==> src/ppsm_pkg.sv <==
// Shared constants for the PHY power-state manager and its controller end.
// Assumes both ends run on the same 125 MHz clock.
package ppsm_pkg;

    // ************************************************************
    // Timing
    // ************************************************************
    localparam int CLK_MHZ          = 125;
    localparam int C2AN_MIN_MS      = 1200;
    localparam int C2AN_MAX_MS      = 1300;
    // Least time rounds up; 1.2 s is a whole number of cycles
    localparam int C2AN_MIN_CYC     = C2AN_MIN_MS * CLK_MHZ * 1000;
    localparam int C2AN_MAX_CYC     = C2AN_MAX_MS * CLK_MHZ * 1000;
    localparam int CFG_LIMIT_MS     = 500;
    localparam int CFG_LIMIT_CYC    = CFG_LIMIT_MS * CLK_MHZ * 1000;
    localparam int CFG_DELAY_CYC    = 16;

    // ************************************************************
    // Register fields and codes
    // ************************************************************
    localparam int          PHY_CTRL_PD_BIT = 11;
    localparam logic [15:0] PHY_CTRL_RESET  = 16'h0000;
    localparam logic        PD_MODE_STAY    = 1'b0;
    localparam logic        PD_MODE_DOWN    = 1'b1;
    localparam logic [1:0]  PIN_RESET       = 2'h3;

    localparam logic [2:0]  MSG_NONE        = 3'h0;
    localparam logic [2:0]  MSG_SHUTDOWN    = 3'h1;
    localparam logic [2:0]  MSG_WAKE        = 3'h2;
    localparam logic [2:0]  MSG_TXLPI_ON    = 3'h3;
    localparam logic [2:0]  MSG_TXLPI_OFF   = 3'h4;
    localparam logic [2:0]  MSG_CFG_DONE    = 3'h5;

    localparam logic [1:0]  IND_NONE        = 2'h0;
    localparam logic [1:0]  IND_RESET_DONE  = 2'h1;
    localparam logic [1:0]  IND_RXLPI_ON    = 2'h2;
    localparam logic [1:0]  IND_RXLPI_OFF   = 2'h3;

    typedef enum logic [2:0] {
        ST_PWR_UP     = 3'h0,
        ST_WAIT_CFG   = 3'h1,
        ST_NEGOTIATE  = 3'h2,
        ST_ACTIVE     = 3'h3,
        ST_IDLE       = 3'h4,
        ST_CABLE_DISC = 3'h5,
        ST_IEEE_PD    = 3'h6,
        ST_SHUTDOWN   = 3'h7
    } ppsm_state_e;

endpackage : ppsm_pkg

==> src/ppsm_if.sv <==
// Interconnect between the PHY end and the LAN controller end.
// Both ends share one clock; the two pins are resolved as plain wires.
`timescale 1ns/1ps
`default_nettype none
interface ppsm_if;
    logic        msg_valid;
    logic [2:0]  msg_code;
    logic        mdio_wr;
    logic [15:0] mdio_data;
    logic        port_disable_n;
    logic        port_power_good_n;
    logic        link_up;
    logic        unplugged;
    logic        ind_valid;
    logic [1:0]  ind_code;

    modport dev (
        input  msg_valid, msg_code, mdio_wr, mdio_data,
        input  port_disable_n, port_power_good_n,
        output link_up, unplugged, ind_valid, ind_code
    );
    modport ctl (
        output msg_valid, msg_code, mdio_wr, mdio_data,
        output port_disable_n, port_power_good_n,
        input  link_up, unplugged, ind_valid, ind_code
    );
endinterface : ppsm_if
`default_nettype wire

==> src/ppsm_phy_end.sv <==
// PHY-side power-state manager: state machine, break-link timer, pin sync.
// Assumes PHY status inputs are on i_clk; the two pins are asynchronous.
`timescale 1ns/1ps
`default_nettype none
module ppsm_phy_end
    import ppsm_pkg::*;
#(
    parameter int C2AN_CYCLES = C2AN_MIN_CYC
)(
    // Clock and reset
    input  wire logic       i_clk,
    input  wire logic       i_rst_n,
    // Interconnect
    ppsm_if.dev             bus,
    // PHY status
    input  wire logic       i_cable_present,
    input  wire logic       i_an_link_ok,
    input  wire logic       i_traffic,
    input  wire logic       i_lpi_en,
    input  wire logic       i_partner_lpi,
    input  wire logic       i_pd_mode,
    input  wire logic       i_pcie_en,
    // Power controls
    output logic [2:0]      o_state,
    output logic            o_low_current,
    output logic            o_lcd_reset,
    output logic            o_energy_detect,
    output logic            o_advertise,
    output logic            o_phy_pd,
    output logic            o_clk_gate,
    output logic            o_pcie_ei,
    output logic            o_pcie_pd,
    output logic            o_rx_off,
    output logic            o_tx_lpi
);

    // ************************************************************
    // Pin synchronisers
    // ************************************************************
    logic [1:0]  sy1_r;
    logic [1:0]  sy2_r;
    logic [1:0]  sy3_r;
    logic [1:0]  lvl_r;
    wire  [1:0]  lvl_nxt = ((sy2_r ~^ sy3_r) & sy3_r) | ((sy2_r ^ sy3_r) & lvl_r);

    always_ff @(posedge i_clk or negedge i_rst_n)
    begin
        if (!i_rst_n)
        begin
            sy1_r <= PIN_RESET;
            sy2_r <= PIN_RESET;
            sy3_r <= PIN_RESET;
            lvl_r <= PIN_RESET;
        end
        else
        begin
            sy1_r <= {bus.port_power_good_n, bus.port_disable_n};
            sy2_r <= sy1_r;
            sy3_r <= sy2_r;
            lvl_r <= lvl_nxt;
        end
    end

    // ************************************************************
    // Decode
    // ************************************************************
    ppsm_state_e state_r;
    ppsm_state_e state_nxt;
    logic        shut_msg_r;
    logic        pd_bit_r;
    logic        advertise_r;
    logic [31:0] c2an_cnt_r;
    logic        rx_off_r;

    wire msg_shut  = bus.msg_valid && (bus.msg_code == MSG_SHUTDOWN);
    wire msg_wake  = bus.msg_valid && (bus.msg_code == MSG_WAKE);
    wire msg_cfg   = bus.msg_valid && (bus.msg_code == MSG_CFG_DONE);
    wire msg_lpi1  = bus.msg_valid && (bus.msg_code == MSG_TXLPI_ON);
    wire msg_lpi0  = bus.msg_valid && (bus.msg_code == MSG_TXLPI_OFF);
    wire pin_pd    = ~lvl_r[0];
    // Stay-active mode ignores shutdown commands altogether
    wire cmd_pd    = (i_pd_mode == PD_MODE_DOWN) && (~lvl_r[1] || shut_msg_r);
    wire in_link   = (state_r == ST_ACTIVE) || (state_r == ST_IDLE);
    wire nxt_link  = (state_nxt == ST_ACTIVE) || (state_nxt == ST_IDLE);
    wire nxt_down  = (state_nxt == ST_SHUTDOWN) || (state_nxt == ST_IEEE_PD);
    wire link_st   = i_traffic;
    wire timer_end = (c2an_cnt_r == 32'(C2AN_CYCLES - 1));
    wire rx_lpi    = i_lpi_en && i_partner_lpi && nxt_link;
    wire can_down  = (state_r != ST_PWR_UP) && (state_r != ST_SHUTDOWN);

    // ************************************************************
    // State machine
    // ************************************************************
    always_comb
    begin
        state_nxt = state_r;
        unique case (state_r)
            ST_PWR_UP:     state_nxt = ST_WAIT_CFG;
            ST_WAIT_CFG:
                if (msg_cfg)
                    state_nxt = i_cable_present ? ST_NEGOTIATE : ST_CABLE_DISC;
            ST_NEGOTIATE:
                if (!i_cable_present)
                    state_nxt = ST_CABLE_DISC;
                else if (advertise_r && i_an_link_ok)
                    state_nxt = link_st ? ST_ACTIVE : ST_IDLE;
            ST_ACTIVE, ST_IDLE:
                if (!i_cable_present)
                    state_nxt = ST_CABLE_DISC;
                else if (!i_an_link_ok)
                    state_nxt = ST_NEGOTIATE;
                else
                    state_nxt = link_st ? ST_ACTIVE : ST_IDLE;
            ST_CABLE_DISC:
                if (i_cable_present)
                    state_nxt = ST_NEGOTIATE;
            ST_IEEE_PD:
                if (!pd_bit_r)
                    state_nxt = ST_NEGOTIATE;
            ST_SHUTDOWN:
                if (!pin_pd && !cmd_pd)
                    state_nxt = ST_WAIT_CFG;
        endcase
        if (can_down && (pin_pd || cmd_pd))
            state_nxt = ST_SHUTDOWN;
        else if (can_down && pd_bit_r && (state_r != ST_WAIT_CFG))
            state_nxt = ST_IEEE_PD;
    end

    always_ff @(posedge i_clk or negedge i_rst_n)
    begin
        if (!i_rst_n)
        begin
            state_r    <= ST_PWR_UP;
            shut_msg_r <= 1'b0;
            pd_bit_r   <= 1'b0;
        end
        else
        begin
            state_r <= state_nxt;
            if (msg_shut && (i_pd_mode == PD_MODE_DOWN))
                shut_msg_r <= 1'b1;
            else if (msg_wake)
                shut_msg_r <= 1'b0;
            // A reset-complete cycle returns the control register to default
            if (state_nxt == ST_WAIT_CFG)
                pd_bit_r <= PHY_CTRL_RESET[PHY_CTRL_PD_BIT];
            else if (bus.mdio_wr)
                pd_bit_r <= bus.mdio_data[PHY_CTRL_PD_BIT];
        end
    end

    // ************************************************************
    // Break-link timer
    // ************************************************************
    // Restarts on entry into negotiation except from active or idle, so a bouncing cable waits anew
    always_ff @(posedge i_clk or negedge i_rst_n)
    begin
        if (!i_rst_n)
        begin
            c2an_cnt_r  <= 32'h0000_0000;
            advertise_r <= 1'b0;
        end
        else if (state_r == ST_NEGOTIATE)
        begin
            if (!advertise_r)
                c2an_cnt_r <= c2an_cnt_r + 32'h0000_0001;
            if (timer_end)
                advertise_r <= 1'b1;
        end
        else if (!in_link)
        begin
            c2an_cnt_r  <= 32'h0000_0000;
            advertise_r <= 1'b0;
        end
    end

    // ************************************************************
    // Power controls and link reports
    // ************************************************************
    logic low_cur_r;
    logic lcd_rst_r;
    logic edet_r;
    logic phy_pd_r;
    logic pcie_ei_r;
    logic pcie_pd_r;
    logic tx_lpi_r;
    logic link_up_r;
    logic unplug_r;
    logic ind_v_r;
    logic [1:0] ind_c_r;

    always_ff @(posedge i_clk or negedge i_rst_n)
    begin
        if (!i_rst_n)
        begin
            low_cur_r <= 1'b1;
            lcd_rst_r <= 1'b0;
            edet_r    <= 1'b0;
            phy_pd_r  <= 1'b0;
            pcie_ei_r <= 1'b0;
            pcie_pd_r <= 1'b0;
            rx_off_r  <= 1'b0;
            tx_lpi_r  <= 1'b0;
            link_up_r <= 1'b0;
            unplug_r  <= 1'b0;
            ind_v_r   <= 1'b0;
            ind_c_r   <= IND_NONE;
        end
        else
        begin
            low_cur_r <= (state_nxt == ST_PWR_UP);
            lcd_rst_r <= (state_r == ST_PWR_UP);
            edet_r    <= (state_nxt == ST_CABLE_DISC);
            pcie_pd_r <= (state_nxt == ST_CABLE_DISC);
            unplug_r  <= (state_nxt == ST_CABLE_DISC);
            link_up_r <= nxt_link;
            phy_pd_r  <= nxt_down;
            // In shutdown with i_pcie_en set, PCIe idles one cycle after the PHY is already down
            pcie_ei_r <= phy_pd_r && (state_r == ST_SHUTDOWN) && i_pcie_en;
            rx_off_r  <= rx_lpi;
            if (msg_lpi1 && i_lpi_en && nxt_link)
                tx_lpi_r <= 1'b1;
            else if (msg_lpi0 || !nxt_link)
                tx_lpi_r <= 1'b0;
            ind_v_r <= 1'b0;
            ind_c_r <= IND_NONE;
            if ((state_nxt == ST_WAIT_CFG) && (state_r != ST_WAIT_CFG))
            begin
                ind_v_r <= 1'b1;
                ind_c_r <= IND_RESET_DONE;
            end
            else if (rx_lpi != rx_off_r)
            begin
                ind_v_r <= 1'b1;
                ind_c_r <= rx_lpi ? IND_RXLPI_ON : IND_RXLPI_OFF;
            end
        end
    end

    assign o_state         = state_r;
    assign o_low_current   = low_cur_r;
    assign o_lcd_reset     = lcd_rst_r;
    assign o_energy_detect = edet_r;
    assign o_advertise     = advertise_r;
    assign o_phy_pd        = phy_pd_r;
    assign o_clk_gate      = pcie_ei_r;
    assign o_pcie_ei       = pcie_ei_r;
    assign o_pcie_pd       = pcie_pd_r;
    assign o_rx_off        = rx_off_r;
    assign o_tx_lpi        = tx_lpi_r;
    assign bus.link_up     = link_up_r;
    assign bus.unplugged   = unplug_r;
    assign bus.ind_valid   = ind_v_r;
    assign bus.ind_code    = ind_c_r;

endmodule : ppsm_phy_end
`default_nettype wire

==> src/flat_wrapper.sv <==
// flat-port wrapper written by rule: the top's interface ports become plain ports
module ppsm_phy_end_flat import ppsm_pkg::*;
#(
    parameter int C2AN_CYCLES = C2AN_MIN_CYC
)
  (i_clk, i_rst_n, i_cable_present, i_an_link_ok, i_traffic, i_lpi_en, i_partner_lpi, i_pd_mode, i_pcie_en, o_state, o_low_current, o_lcd_reset, o_energy_detect, o_advertise, o_phy_pd, o_clk_gate, o_pcie_ei, o_pcie_pd, o_rx_off, o_tx_lpi, bus_msg_valid, bus_msg_code, bus_mdio_wr, bus_mdio_data, bus_port_disable_n, bus_port_power_good_n, bus_link_up, bus_unplugged, bus_ind_valid, bus_ind_code);
  ppsm_if bus_i ();
  input  wire logic i_clk;
  input  wire logic i_rst_n;
  input  wire logic i_cable_present;
  input  wire logic i_an_link_ok;
  input  wire logic i_traffic;
  input  wire logic i_lpi_en;
  input  wire logic i_partner_lpi;
  input  wire logic i_pd_mode;
  input  wire logic i_pcie_en;
  output logic [2:0] o_state;
  output logic o_low_current;
  output logic o_lcd_reset;
  output logic o_energy_detect;
  output logic o_advertise;
  output logic o_phy_pd;
  output logic o_clk_gate;
  output logic o_pcie_ei;
  output logic o_pcie_pd;
  output logic o_rx_off;
  output logic o_tx_lpi;
  input wire logic [$bits(bus_i.msg_valid)-1:0] bus_msg_valid;
  input wire logic [$bits(bus_i.msg_code)-1:0] bus_msg_code;
  input wire logic [$bits(bus_i.mdio_wr)-1:0] bus_mdio_wr;
  input wire logic [$bits(bus_i.mdio_data)-1:0] bus_mdio_data;
  input wire logic [$bits(bus_i.port_disable_n)-1:0] bus_port_disable_n;
  input wire logic [$bits(bus_i.port_power_good_n)-1:0] bus_port_power_good_n;
  output wire logic [$bits(bus_i.link_up)-1:0] bus_link_up;
  output wire logic [$bits(bus_i.unplugged)-1:0] bus_unplugged;
  output wire logic [$bits(bus_i.ind_valid)-1:0] bus_ind_valid;
  output wire logic [$bits(bus_i.ind_code)-1:0] bus_ind_code;
  assign bus_i.msg_valid = bus_msg_valid;
  assign bus_i.msg_code = bus_msg_code;
  assign bus_i.mdio_wr = bus_mdio_wr;
  assign bus_i.mdio_data = bus_mdio_data;
  assign bus_i.port_disable_n = bus_port_disable_n;
  assign bus_i.port_power_good_n = bus_port_power_good_n;
  assign bus_link_up = bus_i.link_up;
  assign bus_unplugged = bus_i.unplugged;
  assign bus_ind_valid = bus_i.ind_valid;
  assign bus_ind_code = bus_i.ind_code;
  ppsm_phy_end #(.C2AN_CYCLES(C2AN_CYCLES)) u_core (.i_clk(i_clk), .i_rst_n(i_rst_n), .bus(bus_i), .i_cable_present(i_cable_present), .i_an_link_ok(i_an_link_ok), .i_traffic(i_traffic), .i_lpi_en(i_lpi_en), .i_partner_lpi(i_partner_lpi), .i_pd_mode(i_pd_mode), .i_pcie_en(i_pcie_en), .o_state(o_state), .o_low_current(o_low_current), .o_lcd_reset(o_lcd_reset), .o_energy_detect(o_energy_detect), .o_advertise(o_advertise), .o_phy_pd(o_phy_pd), .o_clk_gate(o_clk_gate), .o_pcie_ei(o_pcie_ei), .o_pcie_pd(o_pcie_pd), .o_rx_off(o_rx_off), .o_tx_lpi(o_tx_lpi));
endmodule
==> config.mk <==
export PLATFORM = sky130hd
export DESIGN_NAME = ppsm_phy_end_flat
export DESIGN_NICKNAME = d
export VERILOG_FILES = /design/src/ppsm_pkg.sv /design/src/ppsm_if.sv /design/src/ppsm_phy_end.sv /design/src/flat_wrapper.sv
export SDC_FILE = /design/constraint.sdc
export NUM_CORES = 1
export LEC_CHECK = 0
export BUFFER_PORTS_ARGS = -buffer_cell sky130_fd_sc_hd__clkbuf_2
export CAP_MARGIN = 20
export CORE_MARGIN = 3
export CORE_UTILIZATION = 30
export DETAILED_ROUTE_END_ITERATION = 7
export GPL_ROUTABILITY_DRIVEN = 0
export RECOVER_POWER = 50
export SLEW_MARGIN = 20
export SYNTH_ARGS = -nofsm -noshare
export SYNTH_HDL_FRONTEND = slang
export SYNTH_SLANG_ARGS = --single-unit
==> constraint.sdc <==
create_clock -name i_clk -period 5.05 [get_ports i_clk]
set_input_delay 0 -clock i_clk [delete_from_list [all_inputs] [get_ports i_clk]]
set_output_delay 0 -clock i_clk [all_outputs]
set_load 0.05 [all_outputs]
Word-level counts from Yosys, hierarchy flattened
Cells that the tools add are included.

Reductions and logical operators: 37. $add $sub $neg: 1. Bitwise operators: 7. Mux-type cells: 30. Eq/ne operators: 25.

Operator list (count): two-way mux 32 bit (3); two-way mux 3 bit (12); adder 32 x 1 -> 32 bit (second input constant) (1); equality test 32 x 28 -> 1 bit (second input constant) (1); equality test 3 bit (second input constant) (10); one-hot mux 3 bit (7 select lines) (1); logical AND 1 bit (20); equality test 3 x 2 -> 1 bit (second input constant) (5); two-way mux 1 bit (12); equality test 3 x 1 -> 1 bit (second input constant) (3); zero test 3 bit (2); logical OR 1 bit (6); nonzero test 2 bit (3); bitwise AND 2 bit (2); two-way mux 2 bit (2); inequality test 2 bit (second input constant) (2); AND reduction 2 bit (2); inequality test 3 x 1 -> 1 bit (second input constant) (1); inequality test 3 bit (second input constant) (1); nonzero test 3 bit (1); zero test 1 bit (2); inequality test 2 x 1 -> 1 bit (second input constant) (1); inverter 1 bit (2); bitwise OR 2 bit (1); 4 further kinds (4).

Output and inout port bits: 18. Flip-flop bits (word level): 57. Logic and storage cells: 119. Input bits: 32.

Depth between registers and ports, before layout
Gate-level depths: netlist (run 1).

Depth after elaboration: 15. Depth in mapped cells: 9. Gate-level depth less buffers: 7.

Worst setup path after synthesis (run 1)
No wires, ideal clock.

Kind: reg-to-reg. From: register u_core.state_r[0], in the netlist u_core.o_state[0]. To: register u_core.ind_c_r[1], in the netlist u_core.bus.ind_code[1]. Path buffers: 1. Arrival time: 2.591 ns. Path slack: 2.371 ns. Cell stages (with the launch flop): 9. Cell sequence: dfrtp_1 > buf_6 > or2_4 > a21oi_2 > o221ai_2 > o211a_1 > or4_1 > ha_1 > a41oi_1.

Longest elaborated chain between the ends: 12. Elaborated cells between the ends (all ways): 34.

RTL lines: start, declared (RTL line ppsm_phy_end.sv:67) `ppsm_state_e state_r;`; start signal, assigned (RTL line ppsm_phy_end.sv:140) `state_r <= state_nxt;`; parallel branches: the longest is 11 deep, another holds one-hot mux 3 bit (7 select lines); two-way mux 2 bit (*) (RTL line ppsm_phy_end.sv:228) `if ((state_nxt == ST_WAIT_CFG) && (state_r != ST_WAIT_CFG))`; end signal, assigned (RTL line ppsm_phy_end.sv:236) `ind_c_r <= rx_lpi ? IND_RXLPI_ON : IND_RXLPI_OFF;`; end, declared (RTL line ppsm_phy_end.sv:191) `logic [1:0] ind_c_r;`.

Mark *: on every way between the ends. A chain may end at the register's enable or synchronous reset.

==> flow_metrics.py, run 1 <==
metrics = {
    "cts": {
        "cts_tree": "built",
        "insertion_delay_ps": 330,
        "clk_path_buf_depth": 2,
        "numCtsBuffers": 9,
        "h-tree-depth": 3,
        "cts_num_sinks": 57,
        "clkTransAtPathRegs_ps": 60,
        "postCtsResizedCells": 0,
        "cts_root_buffer": "clkbuf_8",
    },
    "synth": {
        "yosys_warnings": 0,
        "synth_fp_nets": 325,
        "ys_seq_area_share_pct": 49.7,
        "syn_area_per_cell_sq_um": 10.0,
        "async_reset_ff_share_pct": 100,
        "dominantRegCellSynth": "dfrtp_1",
        "synth_edf_count": 0,
        "synth_top_area_share_pct": 41.5,
        "syn-cell-area_sq_mm": 0.00290,
        "synth.area.top_cells": "dfrtp_1 (41%), dfstp_2 (8.2%), o21ai_0 (4.1%)",
        "postSynthCellCount": 289,
        "synth_cell_types": 57,
        "synth_area_leader_cell": "dfrtp_1",
        "ys_ff_latch": 57,
    },
    "route": {
        "drtIter0Drc": 113,
        "route.detailed.drc": 0,
        "routed_wl_um": 6470,
        "vias_per_cell": 5.11,
        "drtPass1Iterations": 4,
        "antenna_left": 0,
        "wl_per_cell_um": 13.8,
        "vias": 2402,
    },
    "timing": {
        "tns_ps": 0,
        "holdWs_ps": 68.0,
        "worst_slew_pin_slew_ps": 3020,
        "fin_crit_sh_pct": 59.4,
        "setup_viol": 0,
        "hold_viol_final": 0,
        "min_period_ps": 3000,
        "rsz0062_at_grt": "no",
        "clock_skew_ps": 6.22,
        "maxSlewHeadroom_pct": -101,
        "drv_slew": 58,
        "max_freq_mhz": 333,
    },
    "worst_setup_path": {
        "cpMaxStageDelayCell": "clkbuf_1",
        "critPathMaxStageDelay_ps": 2130,
        "cp.required_ps": 4820,
        "r2r-start": "u_core.o_state[1]",
        "cp_max_fo": 57,
        "r2r_end": "u_core.bus.ind_code[1]",
        "cp.arrival_ps": 2770,
        "worstPathCellList": "dlygate4sd3_1 > clkbuf_2 > clkbuf_1",
        "critPathLaunchType": "input port",
        "r2r_cells": 7,
        "r2r_slack_ps": 2170,
        "critPathKind": "in2async",
        "worstSetupEndpointType": "async pin",
    },
    "layout": {
        "fin_nets": 372,
        "fillers": 941,
        "finish.utilization_pct": 37.7,
        "final_cells": 470,
        "layout-drive-gt1-share_pct": 19.9,
        "syn2layout_area_growth_pct": 21.5,
        "n_antenna_cell": 0,
    },
    "worst_hold_path": {
        "min_to": "u_core.o_tx_lpi",
        "min_delay_path_depth": 3,
        "hold_path_class": "in2reg",
        "hold_start": "bus_msg_code[2]",
    },
    "pwr": {
        "fin_total_pwr_w": 0.00123,
        "p_per_area_mw_per_mm2": 349,
        "p_leak_nw": 1.51,
        "ir_drop_uv": 155,
    },
    "job": {
        "maxCapViolCount": 1,
    },
    "global_route": {
        "overflow": 0,
        "grt_pass1_vias": 2351,
        "grt_pass1_wl_um": 11400,
        "grt_start_max_net_pins": 58,
        "antenna_found_initial": 0,
        "grt_util_all_layers_pct": 12.8,
    },
    "floorplanning": {
        "ioPinCount": 50,
        "die_w_um": 104,
        "die-area_sq_mm": 0.0109,
        "die_y_um": 104,
        "core_area_sq_mm": 0.00933,
        "start_util_pct": 31.0,
        "rows": 35,
    },
    "outcome": {
        "violations": "capacitance limit, slew limit",
        "status": "complete, but fails checks",
    },
    "placed_design": {
        "io_buffers": 34,
        "dpl.cell_count": 443,
        "dpl.hpwl_um": 4400,
    },
}
==> metrics by stage <==
| step | cell area [sq um] | setup slack, ps |
|---|---|---|
| after floorplan | 2900 | 2370 |
| after global placement | 3180 | 2260 |
| after detailed placement | 3180 | 2240 |
| after CTS | 3530 | 2210 |
| after global routing | 3520 | 1380 |
| final | 3520 | 2050 |
==> logic make-up after synthesis <==
group / after synthesis / share of synthesized area [%]
simple gates: 135 / 26.6
compound gates: 62 / 14.5
flops: 57 / 49.7
buf+inv: 15 / 2.77
xor+xnor: 13 / 3.93
fa+ha+maj: 4 / 1.73
mux: 2 / 0.691
other cells: 1 / 0.130
==> final cells by class <==
type	count	area [sq um]	share of cell area, %
Sequential cell	57	1440	40.9
Multi-Input combinational cell	217	1380	39.2
Timing Repair Buffer	47	287	8.15
Clock buffer	12	165	4.70
Tap cell	129	161	4.59
Clock inverter	4	73.8	2.10
Inverter	4	15.0	0.427
==> repair_timing <==
item / CTS / global route
setup buffers: 0 / 0
setup endpoints to repair: 0 / 0
hold buffers: 11 / 0
hold endpoints to repair: 55 / 0
==> synth_stat cells (all sizes together), types with 4 or more instances <==
library cell and count:
a21oi 8, and2 5, buf 8, dfrtp 48, dfstp 9, ha 4
inv 4, nand2 27, nand2b 4, nand3 24, nand4 16, nor2 23
nor4 9, o21ai 24, or3 4, xor2 12
==> worst max-delay path by stage <==
stage,slack (ps),end,depth (start not counted),from
CTS,2210,u_core.bus.ind_code[1],7,u_core.o_state[1]
finish,2050,u_core.c2an_cnt_r[10],3,i_rst_n
detailed placement,2240,u_core.bus.ind_code[1],7,u_core.o_state[1]
global placement,2260,u_core.bus.ind_code[1],7,u_core.o_state[1]
floorplan,2370,u_core.bus.ind_code[1],8,u_core.o_state[0]
global route,1380,u_core.c2an_cnt_r[10],3,i_rst_n
==> cell usage in the layout, fill, tap and decap left out, types with 3 or more instances in the layout <==
cell,n
dfrtp_1,48
clkbuf_2,30
nand2_1,26
o21ai_0,24
nand3_1,23
nor2_1,22
nand4_1,16
xor2_1,12
clkbuf_8,12
dlygate4sd3_1,11
a21oi_1,7
dfstp_2,7
nor4_1,6
and2_1,5
clkbuf_1,5
inv_1,4
nand2b_1,4
or3_1,4
ha_1,4
o22ai_1,3
o211a_1,3
a21o_1,3
nor3_1,3
and3_1,3
o31ai_1,3
==> state kept, by name, indices dropped and copies added (netlist names), 2 cells and up <==
register	flops
u_core.sy3_r	2
u_core.lvl_r	2
u_core.sy1_r	2
u_core.bus.ind_code	2
u_core.sy2_r	2
u_core.o_state	3
u_core.c2an_cnt_r	32
==> routing by layer <==
metal	global-route usage, %	share of wire [%]	vias to the layer above
li1	-	-	1162
met1	16.7	47	1192
met2	20.9	48	41
met3	3.54	3.4	7
met4	3.80	1.0	0
met5	0	0	-
==> power by group <==
group	internal (W)	switching, W	leakage (nW)
registers	0.000481	0.0000245	0.738
clock network	0.000318	0.000179	0.123
logic	0.0000646	0.000160	0.648
total	0.000864	0.000364	1.51
==> worst max-delay path: cells and delay by family <==
kind	cells	cell delay [ps]
buffers and inverters	3	2740
No activity file was read; power rests on OpenSTA's default activity.
==> run 2: changes to the inputs <==
--- a/config.mk
+++ b/config.mk
@@ -5,6 +5,7 @@
 export SDC_FILE = /design/constraint.sdc
 export NUM_CORES = 1
 export LEC_CHECK = 0
+export ABC_AREA = 1
 export BUFFER_PORTS_ARGS = -buffer_cell sky130_fd_sc_hd__clkbuf_2
 export CAP_MARGIN = 20
 export CORE_MARGIN = 3
==> constraint.sdc (replaced) <==
create_clock -name i_clk -period 2.81 [get_ports i_clk]
set_input_delay 0 -clock i_clk [delete_from_list [all_inputs] [get_ports i_clk]]
set_output_delay 0 -clock i_clk [all_outputs]
set_load 0.05 [all_outputs]
==> flow_metrics.py, run 2 <==
metrics = {
    "placed_design": {
        "dpl.hpwl_um": 6450,
        "dpl.cell_count": 652,
        "io_buffers": 34,
        "post-place-ws_ps": 560,
        "dpl-instance-area_sq_mm": 0.00375,
    },
    "layout": {
        "largest_reg_flops": 32,
        "fin_area_sq_mm": 0.00413,
        "final_cells": 678,
        "mostFrequentLayoutCells": "nand2_1 (126), inv_1 (76), nor2_1 (53)",
        "final_common_cell": "nand2_1",
        "n_antenna_cell": 0,
        "fin_nets": 569,
        "largest_register": "u_core.c2an_cnt_r",
        "syn2layout_area_growth_pct": 18.6,
        "layout-drive-gt1-share_pct": 12.5,
    },
    "floorplanning": {
        "rows": 38,
        "die_y_um": 114,
        "start_util_pct": 31.4,
        "die_w_um": 114,
        "die-area_sq_mm": 0.0129,
        "core_area_sq_mm": 0.0111,
        "ioPinCount": 50,
    },
    "timing": {
        "fin_crit_sh_pct": 79.9,
        "setup_viol": 0,
        "hold_viol_final": 0,
        "clock_skew_ps": 3.06,
        "worst_slew_pin_slew_ps": 1040,
        "drv_slew": 0,
        "worst_slack_ps": 566,
        "maxSlewHeadroom_pct": 30.6,
        "min_period_ps": 2240,
        "rsz0062_at_grt": "no",
        "max_freq_mhz": 446,
        "holdWs_ps": 28.5,
        "tns_ps": 0,
    },
    "worst_setup_path": {
        "worstSetupEndpointType": "flop",
        "critPathKind": "reg2reg",
        "cp_max_fo": 33,
        "critPathLaunchType": "flop",
        "cp.required_ps": 3020,
        "cp_num_buf_inv": 2,
        "critPathMaxStageDelay_ps": 480,
        "cpMaxStageDelayCell": "dfrtp_1",
        "cp.arrival_ps": 2450,
        "worstPathCellList": "inv_2 > nand2_2 > nor2_8 > nand2_4 > nand2_4 > inv_2 > nor2_4 > nand2_1 > o21ai_0 > a21oi_1",
        "r2r_slack_ps": 570,
        "crit_family": "simple AND/OR/NAND/NOR gates",
    },
    "worst_hold_path": {
        "hold_path_class": "in2reg",
    },
    "cts": {
        "insertion_delay_ps": 330,
        "cts_tree": "built",
        "postCtsResizedCells": 0,
        "cts_root_buffer": "clkbuf_16",
        "numCtsBuffers": 9,
        "clk_path_buf_depth": 2,
        "h-tree-depth": 3,
        "cts_num_sinks": 57,
        "clkTransAtPathRegs_ps": 50,
    },
    "synth": {
        "synth_cell_types": 36,
        "synthTopCellsByCount": "nand2_1 (126), inv_1 (75), nor2_1 (53)",
        "synth_top_area_share_pct": 34.5,
        "ys_ff_latch": 57,
        "synth_edf_count": 0,
        "synth_area_leader_cell": "dfrtp_1",
        "yosys_warnings": 0,
        "syn_area_per_cell_sq_um": 7.13,
        "async_reset_ff_share_pct": 100,
        "synth_most_common_cell": "nand2_1",
        "synth.area.top_cells": "dfrtp_1 (35%), nand2_1 (14%), inv_1 (8.1%)",
        "dominantRegCellSynth": "dfrtp_1",
        "synth_fp_nets": 524,
        "syn-cell-area_sq_mm": 0.00348,
        "postSynthCellCount": 488,
        "ys_seq_area_share_pct": 41.3,
    },
    "job": {
        "maxCapViolCount": 0,
    },
    "pwr": {
        "p_leak_nw": 1.99,
        "ir_drop_uv": 335,
        "p_per_area_mw_per_mm2": 781,
    },
    "global_route": {
        "grt_util_all_layers_pct": 14.1,
        "grt_pass1_wl_um": 14600,
        "grt_pass1_vias": 3042,
        "antenna_found_initial": 0,
        "grt_start_max_net_pins": 43,
        "overflow": 0,
    },
    "outcome": {
        "status": "finished clean",
    },
    "route": {
        "wl_per_cell_um": 12.8,
        "drtIter0Drc": 256,
        "routed_wl_um": 8680,
        "vias": 3273,
        "route.detailed.drc": 0,
        "drtPass1Iterations": 5,
        "antenna_left": 0,
        "vias_per_cell": 4.83,
    },
}
[run 2: worst register-to-register path: cells and delay by family, from the launching register on]
| family | cells | cell delay [ps] |
|---|---|---|
| simple gates | 6 | 1080 |
| buf+inv | 2 | 310 |
| flops | 1 | 480 |
| compound gates | 2 | 250 |
[run 2: timing repair]
action,CTS,global route
endpoints found under the hold margin,21,0
endpoints found under the setup margin,0,0
hold buffers,10,0
setup buffers,0,0
[run 2: final cells by class]
class / instances / area [sq um]
Clock buffer: 11 / 243
Clock inverter: 5 / 55.1
Fill cell: 1158 / 6950
Inverter: 81 / 304
Multi-Input combinational cell: 339 / 1660
Sequential cell: 57 / 1440
Tap cell: 140 / 175
Timing Repair Buffer: 45 / 255
[run 2: through the flow]
step | utilization, % | power [W]
2_1_floorplan | - | 0.00195
3_3_place_gp | 33.8 | 0.00215
3_5_place_dp | 33.8 | 0.00216
4_1_cts | 37.4 | 0.00328
5_1_grt | 37.2 | 0.00342
6_report | 37.2 | 0.00322
[run 2: path summary, 6_finish.rpt]
path | start | end | cells after the start
setup / recovery | u_core.o_state[0] | u_core.c2an_cnt_r[8] | 10
hold / removal | i_lpi_en | u_core.o_tx_lpi | 5
setup reg to reg | u_core.o_state[0] | u_core.c2an_cnt_r[8] | 10
hold reg to reg | u_core.sy1_r[1] | u_core.sy2_r[1] | 0
max in group asynchronous | i_rst_n | u_core.c2an_cnt_r[29] | 3
min in group asynchronous | i_rst_n | u_core.bus.link_up | 2
[run 2: logic make-up after synthesis]
logic type / Yosys count / share of synthesized area [%]
adders and majority gates: 4 / 1.44
AOI/OAI and AO/OA: 39 / 6.04
buffers and inverters: 92 / 11.1
xor gates and xnor gates: 2 / 0.504
other: 1 / 0.108
and+or+nand+nor: 293 / 39.5
DFF: 57 / 41.3
[run 2: power by group]
part,internal [W],leakage [nW],total (W),switching [W]
logic,0.000246,1.10,0.00114,0.000895
clock network,0.000706,0.142,0.00109,0.000380
registers,0.000915,0.743,0.000993,0.0000776
total,0.00187,1.99,0.00322,0.00135
[run 2: metal layers]
metal | track usage [%] | wire length [um]
met5 | 0 | 0
met4 | 5.61 | 170
met3 | 3.77 | 392
met2 | 22.3 | 4090
met1 | 18.5 | 4030
==> run 3: changes to the inputs <==
==> constraint.sdc (replaced) <==
create_clock -name i_clk -period 1.81 [get_ports i_clk]
set_input_delay 0 -clock i_clk [delete_from_list [all_inputs] [get_ports i_clk]]
set_output_delay 0 -clock i_clk [all_outputs]
set_load 0.05 [all_outputs]
==> flow_metrics.py, run 3 (same netlist as run 2, synthesis figures left out) <==
metrics = {
    "placed_design": {
        "dpl.hpwl_um": 6890,
        "io_buffers": 34,
        "dpl.cell_count": 676,
        "post-place-ws_ps": -32.1,
    },
    "floorplanning": {
        "rows": 38,
        "die-area_sq_mm": 0.0129,
        "die_w_um": 114,
        "ioPinCount": 50,
        "die_y_um": 114,
        "start_util_pct": 31.4,
        "core_area_sq_mm": 0.0111,
    },
    "timing": {
        "setup_viol": 2,
        "drv_slew": 0,
        "clock_skew_ps": 9.00,
        "worst_slew_pin_slew_ps": 925,
        "worst_slack_ps": -33.0,
        "fin_crit_sh_pct": 102,
        "min_period_ps": 1840,
        "hold_viol_final": 0,
        "max_freq_mhz": 543,
        "maxSlewHeadroom_pct": 38.3,
        "rsz0062_at_grt": "yes",
    },
    "worst_setup_path": {
        "critPathLaunchType": "flop",
        "cpMaxStageDelayCell": "dfrtp_2",
        "cp.arrival_ps": 2060,
        "critPathMaxStageDelay_ps": 470,
        "cp_max_fo": 7,
        "cp.required_ps": 2030,
        "critPathKind": "reg2reg",
        "cp_num_buf_inv": 4,
        "worstPathCellList": "buf_4 > nand2_4 > nor2_8 > buf_4 > inv_4 > nand3_4 > nand2_8 > inv_4 > nor2_4 > nand2_2 > o21ai_1 > a21oi_2",
        "crit_family": "simple AND/OR/NAND/NOR gates",
        "worstSetupEndpointType": "flop",
    },
    "route": {
        "wl_per_cell_um": 13.1,
        "vias_per_cell": 4.87,
        "drtPass1Iterations": 5,
        "antenna_left": 0,
        "drtIter0Drc": 200,
        "route.detailed.drc": 0,
        "routed_wl_um": 9390,
        "vias": 3484,
    },
    "global_route": {
        "grt_pass1_vias": 3380,
        "antenna_found_initial": 0,
        "grt_util_all_layers_pct": 15.3,
        "grt_start_max_net_pins": 43,
        "overflow": 0,
        "grt_pass1_wl_um": 15700,
    },
    "cts": {
        "insertion_delay_ps": 340,
        "numCtsBuffers": 9,
        "cts_root_buffer": "clkbuf_16",
        "clkTransAtPathRegs_ps": 60,
        "cts_tree": "built",
        "clk_path_buf_depth": 2,
        "cts_num_sinks": 57,
        "h-tree-depth": 3,
    },
    "pwr": {
        "p_int_w": 0.00335,
        "power.share.combinational_pct": 46.8,
        "p_leak_nw": 2.23,
        "ir_drop_uv": 557,
        "power.switching_w": 0.00240,
        "fin_total_pwr_w": 0.00575,
        "pwr-share-seq_pct": 26.7,
        "p_sw_share_pct": 41.7,
        "p_per_area_mw_per_mm2": 1260,
        "pwr-share-clk_pct": 26.5,
    },
    "layout": {
        "layout-drive-gt1-share_pct": 27.0,
        "finish.utilization_pct": 41.3,
        "final_common_cell": "nand2_1",
        "largest_register": "u_core.c2an_cnt_r",
        "mostFrequentLayoutCells": "nand2_1 (116), inv_1 (71), nor2_1 (47)",
        "syn2layout_area_growth_pct": 31.6,
        "n_antenna_cell": 0,
        "final_cells": 715,
        "fillers": 1131,
        "fin_nets": 606,
        "largest_reg_flops": 32,
    },
    "outcome": {
        "violations": "setup timing",
        "status": "complete, but fails checks",
    },
    "job": {
        "maxCapViolCount": 0,
    },
    "worst_hold_path": {
        "hold_path_class": "in2reg",
    },
}
-- run 3: changes by cell type in the layout (fill, tap and decap cells not counted), moves of 4 or more --
cell      delta
buf_6        +5
clkbuf_1    -15
nor3_2       +5
nand2_1     -10
nor2_1       -6
nand3_1      -4
nor2_2       +4
buf_4       +30
inv_1        -5
nand2_2      +9
nor3_1       -6
clkbuf_2    +14
-- run 3: worst register-to-register path, cell delays in order, from the launching register on --
cell and delay [ps]:
dfrtp_2 470, buf_4 170, nand2_4 80, nor2_8 40
buf_4 150, inv_4 70, nand3_4 140, nand2_8 150
inv_4 60, nor2_4 110, nand2_2 70, o21ai_1 160
a21oi_2 40
-- run 3: final timing paths --
check,startpoint,end,slack [ps],cells past startpoint
max,u_core.o_state[1],u_core.c2an_cnt_r[8],-30,12
min,i_lpi_en,u_core.o_tx_lpi,30,5
max reg2reg,u_core.o_state[1],u_core.c2an_cnt_r[8],-30,12
min reg2reg,u_core.sy1_r[1],u_core.sy2_r[1],350,0
max in group asynchronous,i_rst_n,u_core.c2an_cnt_r[21],310,3
min in group asynchronous,i_rst_n,u_core.o_rx_off,320,2
-- run 3: repair_timing --
item                                    CTS  global route
endpoints found under the setup margin    1            24
endpoints found under the hold margin    21             0
resized for setup                         7            35
pin swaps                                 9            18
hold buffers                             10             0
setup buffers                             7             6
gates cloned                              0             0
-- run 3: layer usage --
layer  GRT usage, %  part of all wire, %
met3           2.81                  5.2
met4           6.81                  2.2
met1           20.0                   45
met5              0                    0
met2           24.6                   48
-- run 3: metrics by stage --
stage | hold slack (ps) | instance area, sq um | TNS, ps
final | 26.3 | 4580 | -42.4
after global routing | 84.4 | 4580 | -833
after CTS | 21.2 | 4420 | -4.99
after detailed placement | -25.8 | 3980 | -32.1
after global placement | -36.4 | 3980 | 0
after floorplan | -296 | 3520 | -233
-- run 3: layout make-up --
| class | instances | area [sq um] | share of cell area, % |
|---|---|---|---|
| well taps | 140 | 175 | 3.83 |
| multi-input cells | 339 | 1790 | 39.2 |
| inverters | 81 | 315 | 6.89 |
| repair buffers | 82 | 588 | 12.8 |
| flip-flops and latches | 57 | 1440 | 31.5 |
| clock buffers | 10 | 229 | 5.00 |
| clock inverters | 6 | 35.0 | 0.765 |
-- run 3: power groups by stage --
stage | clock network, W | logic [W] | registers, W
floorplan | 0 | 0.00123 | 0.00188
global placement | 0 | 0.00217 | 0.00157
detailed placement | 0 | 0.00218 | 0.00158
CTS | 0.00155 | 0.00240 | 0.00154
global route | 0.00160 | 0.00290 | 0.00155
finish | 0.00152 | 0.00269 | 0.00154
